==> src/verilog/wake_ctrl_pkg.sv <==
// constants, field layout and carrier types of the wake and interrupt control block
package wake_ctrl_pkg;

    // register byte offsets on the apb bus
    localparam logic [7:0] OFS_CONTROL     = 8'h00;
    localparam logic [7:0] OFS_MODE        = 8'h04;
    localparam logic [7:0] OFS_STATUS      = 8'h08;
    localparam logic [7:0] OFS_CLEAR       = 8'h0c;
    localparam logic [7:0] OFS_ENABLE      = 8'h10;
    localparam logic [7:0] OFS_XCVR        = 8'h14;

    // field positions of the control register
    localparam int POS_UV_IRQ_EN   = 10;
    localparam int POS_LIN_STBY    = 9;
    localparam int POS_WAKE1_SEL   = 6;
    localparam int POS_WAKE2_SEL   = 4;
    localparam int POS_CAN_STBY    = 3;

    // bit positions of the status, clear and enable registers
    localparam int POS_EV_UV       = 10;
    localparam int POS_EV_LIN_WAKE = 9;
    localparam int POS_EV_WAKE1    = 6;
    localparam int POS_EV_WAKE2    = 4;
    localparam int POS_EV_CAN_WAKE = 3;
    localparam int EVENT_WIDTH     = 16;

    // field positions of the transceiver state register
    localparam int POS_XS_LIN      = 0;
    localparam int POS_XS_CAN      = 2;
    localparam int POS_XS_LIN_FLAG = 4;
    localparam int POS_XS_CAN_FLAG = 5;

    // values after reset
    localparam logic [1:0]  RST_MODE        = 2'h0;
    localparam logic [1:0]  RST_EDGE_SEL    = 2'h0;
    localparam logic [15:0] RST_ENABLE      = 16'h0000;

    // edge select encodings
    localparam logic [1:0] EDGE_NONE    = 2'h0;
    localparam logic [1:0] EDGE_RISE    = 2'h1;
    localparam logic [1:0] EDGE_FALL    = 2'h2;
    localparam logic [1:0] EDGE_BOTH    = 2'h3;

    // transceiver states
    typedef enum logic [1:0] {
        XCVR_OFF,
        XCVR_LOWPOWER,
        XCVR_ACTIVE
    } xcvr_state_t;

    // control register contents
    typedef struct packed {
        logic       can_supply_undervolt_irq_enable;
        logic       lin_standby_select;
        logic [1:0] wake_input_one_edge_select;
        logic [1:0] wake_input_two_edge_select;
        logic       can_standby_select;
    } ctrl_t;

    localparam ctrl_t RST_CTRL = '{1'b0, 1'b0, 2'h0, 2'h0, 1'b0};

endpackage

==> src/verilog/wake_edge_detect.sv <==
// synchroniser and edge selectable event detector for a local wake input
`timescale 1ns/100ps
module wake_edge_detect (
    // clock and reset
    input  wire logic       pclk,
    input  wire logic       presetn,
    // pin and selection
    input  wire logic       wake_pin,
    input  wire logic [1:0] edge_select,
    // detected event
    output logic            wake_event
);
    import wake_ctrl_pkg::*;

    logic sync_first;
    logic sync_second;
    logic last_level;

    // two stage synchroniser, first stage read only by second
    always_ff @(posedge pclk or negedge presetn) begin
        if (!presetn) begin
            sync_first  <= 1'b0;
            sync_second <= 1'b0;
        end else begin
            sync_first  <= wake_pin;
            sync_second <= sync_first;
        end
    end

    // previous synchronised level for edge finding
    always_ff @(posedge pclk or negedge presetn) begin
        if (!presetn) begin
            last_level <= 1'b0;
        end else begin
            last_level <= sync_second;
        end
    end

    // one event per synchronised edge of the selected kind
    always_comb begin
        case (edge_select)
            EDGE_RISE: wake_event = sync_second & ~last_level;
            EDGE_FALL: wake_event = ~sync_second & last_level;
            EDGE_BOTH: wake_event = sync_second ^ last_level;
            default:   wake_event = 1'b0;
        endcase
    end

endmodule

==> src/verilog/sticky_flag_bank.sv <==
// sticky event flags with write one to clear and an enable mask
`timescale 1ns/100ps
module sticky_flag_bank #(
    parameter int WIDTH = 16
) (
    // clock and reset
    input  wire logic             pclk,
    input  wire logic             presetn,
    // events and software control
    input  wire logic [WIDTH-1:0] set_flags,
    input  wire logic [WIDTH-1:0] clear_flags,
    input  wire logic [WIDTH-1:0] enable_mask,
    // state
    output logic      [WIDTH-1:0] flags,
    output logic                  irq
);

    // a set in the same cycle as its clear wins
    always_ff @(posedge pclk or negedge presetn) begin
        if (!presetn) begin
            flags <= '0;
        end else begin
            flags <= (flags & ~clear_flags) | set_flags;
        end
    end

    // level interrupt while an enabled flag stands
    assign irq = |(flags & enable_mask);

endmodule

==> src/verilog/wake_interrupt_control_reg.sv <==
// interrupt and wake control register bank with transceiver state control
//
// Operation
// - undervoltage interrupt enable at 0 blocks supply undervoltage interrupts
// - lin standby 0 in normal mode: lin active, wake flag cleared
// - lin standby 0 in standby or sleep: lin off, no wake detection
// - lin standby 1: lin lowpower with wake detection in every mode
// - wake input one edge select: none, rising, falling, both
// - wake input two edge select likewise, resetting to none
// - can standby 0 in normal mode: can active, wake flag cleared
// - writing one to a status bit clears that pending flag
//
// The register addresses and the APB interface to the registers are this design's own decisions.
`timescale 1ns/100ps
module wake_interrupt_control_reg (
    // clock and reset
    input  wire logic                       pclk,
    input  wire logic                       presetn,
    // apb slave
    input  wire logic                       psel,
    input  wire logic                       penable,
    input  wire logic                       pwrite,
    input  wire logic [7:0]                 paddr,
    input  wire logic [31:0]                pwdata,
    output logic      [31:0]                prdata,
    output logic                            pready,
    output logic                            pslverr,
    // local wake pins
    input  wire logic                       wake_in_one,
    input  wire logic                       wake_in_two,
    // supply and bus monitor pins
    input  wire logic                       can_supply_undervolt,
    input  wire logic                       lin_bus_wake,
    input  wire logic                       can_bus_wake,
    input  wire logic                       lin_bus_data,
    input  wire logic                       can_bus_data,
    // transceiver control and receive outputs
    output wake_ctrl_pkg::xcvr_state_t      lin_state,
    output wake_ctrl_pkg::xcvr_state_t      can_state,
    output logic                            lin_receive_output,
    output logic                            can_receive_output,
    // interrupt
    output logic                            irq
);
    import wake_ctrl_pkg::*;

    // register contents
    ctrl_t                   ctrl;
    logic [1:0]              sbc_mode_field;
    logic [EVENT_WIDTH-1:0]  enable_mask;
    logic [EVENT_WIDTH-1:0]  status_flags;

    // bus phase decode
    logic                    setup_phase;
    logic                    write_strobe;
    logic                    addr_known;

    // synchronised pins
    logic [4:0]              pin_first;
    logic [4:0]              pin_second;
    logic                    uv_last;

    // events and clears
    logic [EVENT_WIDTH-1:0]  set_flags;
    logic [EVENT_WIDTH-1:0]  clear_flags;
    logic                    wake_one_event;
    logic                    wake_two_event;

    // transceiver state
    logic                    sbc_normal;
    logic                    lin_wake_flag;
    logic                    can_wake_flag;
    xcvr_state_t             next_lin_state;
    xcvr_state_t             next_can_state;

    // true when an address names one of the registers
    function automatic logic reg_mapped(input logic [7:0] addr);
        case (addr)
            OFS_CONTROL,
            OFS_MODE,
            OFS_STATUS,
            OFS_CLEAR,
            OFS_ENABLE,
            OFS_XCVR: reg_mapped = 1'b1;
            default:  reg_mapped = 1'b0;
        endcase
    endfunction

    // places the control fields at their register positions
    function automatic logic [31:0] pack_ctrl(input ctrl_t c);
        logic [31:0] word;
        word = 32'h0000_0000;
        word[POS_UV_IRQ_EN]          = c.can_supply_undervolt_irq_enable;
        word[POS_LIN_STBY]           = c.lin_standby_select;
        word[POS_WAKE1_SEL +: 2]     = c.wake_input_one_edge_select;
        word[POS_WAKE2_SEL +: 2]     = c.wake_input_two_edge_select;
        word[POS_CAN_STBY]           = c.can_standby_select;
        return word;
    endfunction


    // apb handshake
    // no wait states

    // read data is captured in setup, so access always completes at once
    assign setup_phase  = psel & ~penable;
    assign addr_known   = reg_mapped(paddr);
    assign write_strobe = psel & penable & pwrite & addr_known;

    // ready in every access cycle, error for unmapped addresses
    always_comb begin
        pready  = psel & penable;
        pslverr = psel & penable & ~addr_known;
    end

    // read data captured during the setup cycle
    always_ff @(posedge pclk or negedge presetn) begin
        if (!presetn) begin
            prdata <= 32'h0000_0000;
        end else if (setup_phase && !pwrite) begin
            case (paddr)
                OFS_CONTROL: prdata <= pack_ctrl(ctrl);
                OFS_MODE:    prdata <= {30'h0000_0000, sbc_mode_field};
                OFS_STATUS:  prdata <= {16'h0000, status_flags};
                OFS_ENABLE:  prdata <= {16'h0000, enable_mask};
                OFS_XCVR: begin
                    prdata                  <= 32'h0000_0000;
                    prdata[POS_XS_LIN +: 2] <= lin_state;
                    prdata[POS_XS_CAN +: 2] <= can_state;
                    prdata[POS_XS_LIN_FLAG] <= lin_wake_flag;
                    prdata[POS_XS_CAN_FLAG] <= can_wake_flag;
                end
                default:     prdata <= 32'h0000_0000; // clear register reads zero
            endcase
        end
    end


    // software written registers
    // host writable fields

    // control register fields
    always_ff @(posedge pclk or negedge presetn) begin
        if (!presetn) begin
            ctrl <= RST_CTRL; // edge selects start disabled
        end else if (write_strobe && paddr == OFS_CONTROL) begin
            ctrl.can_supply_undervolt_irq_enable <= pwdata[POS_UV_IRQ_EN];
            ctrl.lin_standby_select              <= pwdata[POS_LIN_STBY];
            ctrl.wake_input_one_edge_select      <= pwdata[POS_WAKE1_SEL +: 2];
            ctrl.wake_input_two_edge_select      <= pwdata[POS_WAKE2_SEL +: 2];
            ctrl.can_standby_select              <= pwdata[POS_CAN_STBY];
        end
    end

    // sbc operating mode, bit one high means normal
    always_ff @(posedge pclk or negedge presetn) begin
        if (!presetn) begin
            sbc_mode_field <= RST_MODE;
        end else if (write_strobe && paddr == OFS_MODE) begin
            sbc_mode_field <= pwdata[1:0];
        end
    end

    // interrupt enable mask
    always_ff @(posedge pclk or negedge presetn) begin
        if (!presetn) begin
            enable_mask <= RST_ENABLE;
        end else if (write_strobe && paddr == OFS_ENABLE) begin
            enable_mask <= pwdata[EVENT_WIDTH-1:0];
        end
    end

    // write one to clear, through status or the clear alias
    always_comb begin
        clear_flags = '0;
        if (write_strobe && (paddr == OFS_STATUS || paddr == OFS_CLEAR)) begin
            clear_flags = pwdata[EVENT_WIDTH-1:0];
        end
    end


    // pin synchronisation
    // two flops per pin

    // two stages for supply and bus monitor pins
    always_ff @(posedge pclk or negedge presetn) begin
        if (!presetn) begin
            pin_first  <= 5'h00;
            pin_second <= 5'h00;
        end else begin
            pin_first  <= {can_bus_data, lin_bus_data, can_bus_wake,
                           lin_bus_wake, can_supply_undervolt};
            pin_second <= pin_first;
        end
    end

    // previous undervoltage level for onset detection
    always_ff @(posedge pclk or negedge presetn) begin
        if (!presetn) begin
            uv_last <= 1'b0;
        end else begin
            uv_last <= pin_second[0];
        end
    end


    // local wake inputs
    // one detector per pin

    // wake input one, synchronised then edge selected
    wake_edge_detect wake_one_detect (
        .pclk        (pclk),
        .presetn     (presetn),
        .wake_pin    (wake_in_one),
        .edge_select (ctrl.wake_input_one_edge_select),
        .wake_event  (wake_one_event)
    );

    // wake input two, synchronised then edge selected
    wake_edge_detect wake_two_detect (
        .pclk        (pclk),
        .presetn     (presetn),
        .wake_pin    (wake_in_two),
        .edge_select (ctrl.wake_input_two_edge_select),
        .wake_event  (wake_two_event)
    );


    // transceiver modes
    // from select and mode

    assign sbc_normal = sbc_mode_field[1];

    // lin mode from standby select and sbc mode
    always_comb begin
        if (ctrl.lin_standby_select) begin
            next_lin_state = XCVR_LOWPOWER;
        end else if (sbc_normal) begin
            next_lin_state = XCVR_ACTIVE;
        end else begin
            next_lin_state = XCVR_OFF;
        end
    end

    // can mode; standby select 1 handled as lowpower
    always_comb begin
        if (ctrl.can_standby_select) begin
            next_can_state = XCVR_LOWPOWER;
        end else if (sbc_normal) begin
            next_can_state = XCVR_ACTIVE;
        end else begin
            next_can_state = XCVR_OFF;
        end
    end

    // registered transceiver states
    always_ff @(posedge pclk or negedge presetn) begin
        if (!presetn) begin
            lin_state <= XCVR_OFF;
            can_state <= XCVR_OFF;
        end else begin
            lin_state <= next_lin_state;
            can_state <= next_can_state;
        end
    end

    // lin wake flag: set only while detection runs, cleared when active
    always_ff @(posedge pclk or negedge presetn) begin
        if (!presetn) begin
            lin_wake_flag <= 1'b0;
        end else begin
            case (lin_state)
                XCVR_ACTIVE:   lin_wake_flag <= 1'b0;
                XCVR_LOWPOWER: lin_wake_flag <= lin_wake_flag | pin_second[1];
                XCVR_OFF:      lin_wake_flag <= lin_wake_flag;
                default:       lin_wake_flag <= 1'b0;
            endcase
        end
    end

    // can wake flag: set in lowpower, cleared when active
    always_ff @(posedge pclk or negedge presetn) begin
        if (!presetn) begin
            can_wake_flag <= 1'b0;
        end else begin
            case (can_state)
                XCVR_ACTIVE:   can_wake_flag <= 1'b0;
                XCVR_LOWPOWER: can_wake_flag <= can_wake_flag | pin_second[2];
                XCVR_OFF:      can_wake_flag <= can_wake_flag;
                default:       can_wake_flag <= 1'b0;
            endcase
        end
    end

    // receive outputs: bus data when active, else low while flagged
    always_ff @(posedge pclk or negedge presetn) begin
        if (!presetn) begin
            lin_receive_output <= 1'b1;
            can_receive_output <= 1'b1;
        end else begin
            lin_receive_output <= (lin_state == XCVR_ACTIVE) ? pin_second[3]
                                                             : ~lin_wake_flag;
            can_receive_output <= (can_state == XCVR_ACTIVE) ? pin_second[4]
                                                             : ~can_wake_flag;
        end
    end


    // interrupt events
    // edge events into flags

    // undervoltage gated by its enable in the control register, bus wakes by lowpower state, wake inputs ungated here
    always_comb begin
        set_flags                  = '0;
        set_flags[POS_EV_UV]       = ctrl.can_supply_undervolt_irq_enable
                                     & pin_second[0] & ~uv_last;
        set_flags[POS_EV_LIN_WAKE] = (lin_state == XCVR_LOWPOWER)
                                     & ctrl.lin_standby_select
                                     & pin_second[1] & ~lin_wake_flag;
        set_flags[POS_EV_WAKE1]    = wake_one_event;
        set_flags[POS_EV_WAKE2]    = wake_two_event;
        set_flags[POS_EV_CAN_WAKE] = (can_state == XCVR_LOWPOWER)
                                     & pin_second[2] & ~can_wake_flag;
    end

    // sticky status with enable mask onto one interrupt line
    sticky_flag_bank #(
        .WIDTH (EVENT_WIDTH)
    ) status_bank (
        .pclk        (pclk),
        .presetn     (presetn),
        .set_flags   (set_flags),
        .clear_flags (clear_flags),
        .enable_mask (enable_mask),
        .flags       (status_flags),
        .irq         (irq)
    );

endmodule

==> config.mk <==
export PLATFORM = sky130hd
export DESIGN_NAME = wake_interrupt_control_reg
export DESIGN_NICKNAME = d
export VERILOG_FILES = /design/src/verilog/wake_ctrl_pkg.sv /design/src/verilog/wake_edge_detect.sv /design/src/verilog/sticky_flag_bank.sv /design/src/verilog/wake_interrupt_control_reg.sv
export SDC_FILE = /design/constraint.sdc
export NUM_CORES = 1
export LEC_CHECK = 0
export CORE_ASPECT_RATIO = 1.75
export CORE_MARGIN = 2
export CORE_UTILIZATION = 35
export CTS_CLUSTER_DIAMETER = 50
export DETAILED_ROUTE_END_ITERATION = 6
export DONT_BUFFER_PORTS = 1
export PLACE_DENSITY = 0.45
export SYNTH_ARGS = -nofsm -noshare
export SYNTH_HDL_FRONTEND = slang
export SYNTH_SLANG_ARGS = --single-unit
==> constraint.sdc <==
create_clock -name pclk -period 1.5 [get_ports pclk]
set_input_delay 0.3 -clock pclk [delete_from_list [all_inputs] [get_ports pclk]]
set_output_delay 0.3 -clock pclk [all_outputs]
set_load 0.01 [all_outputs]
==> results.py <==
metrics = {
    "finish": {
        "layout-drive-gt1-share": 0.255,
        "instances_no_fill": 464,
        "nets": 388,
        "layout_common_cells": "dfrtp_1 (80), buf_4 (27), nor2_1 (21)",
        "n_antenna_cell": 0,
        "synthToLayoutAreaGrowth_pct": 19.8,
        "fillCellCount": 1003,
        "final_common_cell": "dfrtp_1",
    },
    "sta": {
        "setup_viol": 8,
        "fin_crit_ps": 1750,
        "finalClockSkew_ps": 8.55,
        "finalHoldViolCount": 82,
        "holdWs_ps": -345,
        "relSlewSlack": 0.661,
        "max_freq_mhz": 573,
        "slew_violations": 0,
        "worstMarginPinSlew_ps": 507,
        "setup_ws_ps": -246,
        "period_share": 1.16,
        "rsz0062_at_grt": "true",
    },
    "logic_synthesis": {
        "syn_area_mm2": 0.00362,
        "ys_async_sr_fraction": 1.00,
        "yosysWarnings": 0,
        "yosys.area.top_type": "dfrtp_1",
        "ys_seq_area_frac": 0.568,
        "synth_area_leaders": "dfrtp_1 (55%), mux2_4 (7.1%), mux2i_1 (3.3%)",
        "synth.ff_latch_count": 82,
        "syn_inst": 297,
        "synth.distinct_cells": 41,
        "syn-mean-instance-area_um2": 12.2,
        "synth_enable_flop_cells": 0,
        "synthFlopType": "dfrtp_1",
        "synth_top_area_share": 0.554,
    },
    "placed_design": {
        "dp.cells": 437,
        "place_ws_ps": -374,
        "hpwl_mm": 6.47,
        "io_buffers": 0,
        "place_congestion": 0.746,
    },
    "critical_path": {
        "critPathCaptureType": "output port",
        "start_kind": "flop",
        "crit_required_ps": 1200,
        "crit_fanout": 3,
        "worstPathArrival_ps": 1450,
        "ff2ff_setup_slack_ps": 300,
        "crit_type": "flop to output port",
    },
    "power_and_ir_drop": {
        "p_per_area_mw_per_mm2": 1110,
        "ir_drop_uv": 561,
        "leakage_nw": 2.05,
    },
    "drt": {
        "vias_per_cell": 5.15,
        "wl_per_cell_um": 19.3,
        "route.detailed.drc": 0,
        "drt_iter0_markers": 141,
        "num_vias": 2388,
        "wirelength_mm": 8.95,
        "firstDrtPassIters": 4,
        "ant_nets": 0,
    },
    "global_routing": {
        "grt_usage": 0.172,
        "grt_pass1_vias": 2508,
        "antenna_found_initial": 0,
        "grt_pass1_wl_mm": 14.2,
        "grt_max_degree": 83,
        "grt.overflow.total": 0,
    },
    "status": {
        "violations": "hold timing, setup timing",
        "status": "finished with violations",
    },
    "clocking": {
        "clock-root-buffer": "clkbuf_16",
        "numCtsBuffers": 9,
        "htree_levels": 3,
        "cts_tree": "built",
        "cts.sinks": 82,
        "clock_latency_ps": 340,
        "cts_hold_buffers": 7,
        "clk_pin_slew_ps": 60,
        "clockBufferDepth": 2,
    },
    "die": {
        "rows": 49,
        "ios": 93,
        "die-area_mm2": 0.0112,
        "dieHeight_um": 138,
        "core_area_mm2": 0.0102,
        "die_width_um": 80.8,
        "initial_utilization": 0.355,
    },
    "min_path": {
        "min_path_type": "input port to asynchronous set/reset pin",
    },
    "run": {
        "maxCapViolations": 0,
    },
}
-- synthesized netlist by cell type (5+ instances only) --
cell,instances
a21boi_0,12
a21oi_1,14
a221oi_1,13
buf_4,16
clkbuf_1,5
dfrtp_1,80
inv_1,10
mux2_2,8
mux2_4,17
mux2i_1,12
nand2_1,19
nor2_1,22
nor3_1,10
o21ai_0,11
-- area by class of cell --
cell class	count	area (um2)	share of cell area
Sequential cell	82	2050	0.474
Multi-Input combinational cell	192	1450	0.335
Timing Repair Buffer	37	324	0.0748
Clock buffer	12	256	0.0592
Tap cell	127	159	0.0367
Clock inverter	4	50.0	0.0116
Inverter	10	37.5	0.00867
-- cells by family after synthesis --
| kind of cell | synth area share |
|---|---|
| flip-flops | 0.568 |
| multiplexers | 0.129 |
| other | 0.00104 |
| buffers and inverters | 0.0644 |
| adder cells (fa/ha/maj) | 0.0138 |
| AO/OA/AOI/OAI | 0.118 |
| AND/OR/NAND/NOR | 0.106 |
-- state kept, by name (all words and copies together), names as in the netlist, 2 cells and up --
signal,cells
pin_first,5
can_state,2
lin_state,2
ctrl,7
enable_mask,16
status_bank.flags,16
sbc_mode_field,2
pin_second,5
prdata,16
-- metrics by stage --
step                       util  instance area, um2  power [mW]  setup TNS [ps]
final                     0.425                4330        4.79            -408
after global routing      0.425                4330        4.99            -531
after CTS                 0.421                4290        4.84            -302
after detailed placement  0.380                3860        2.56          -15420
after global placement    0.380                3860        2.55          -14790
after floorplan               -                3720        2.55          -11420
-- report_power, final --
group	internal [mW]	switching [mW]	total (mW)	leakage, nW
registers	2.29	0.0631	2.35	1.08
logic	0.0973	0.0993	0.197	0.827
clock network	1.38	0.868	2.25	0.145
-- metal layers --
| metal | vias up | share of wire | track usage |
|---|---|---|---|
| met2 | 63 | 0.55 | 0.291 |
| met4 | 0 | 0.017 | 0.0616 |
| met3 | 13 | 0.058 | 0.0470 |
| li1 | 1096 | - | - |
| met1 | 1216 | 0.38 | 0.204 |
| met5 | - | 0 | 0 |
-- final timing paths --
path,from,end,cells after the start
min,presetn,wake_one_detect.last_level$_DFF_PN0_,0
min in group pclk,pwdata[14],status_bank.flags[14]$_DFF_PN0_,1
max reg2reg,lin_wake_flag$_DFFE_PN0P_,prdata[4]$_DFFE_PN0P_,4
max in group asynchronous,presetn,lin_receive_output$_DFF_PN1_,0
max,enable_mask[0]$_DFFE_PN0P_,irq,3
min reg2reg,pin_first[2]$_DFF_PN0_,pin_second[2]$_DFF_PN0_,0
-- worst max-delay path: stages (launching register included) --
cell and delay, ps:
dfrtp_1 400, a22o_1 270, a221oi_1 220, nand4_1 220
-- timing repair --
action                                  CTS  global route
pin swaps                                 2             5
buffers inserted                          1             3
resized for setup                         9             4
endpoints found under the hold margin    89            82
endpoints found under the setup margin    9            10
No activity file was read; power rests on OpenSTA's default activity.
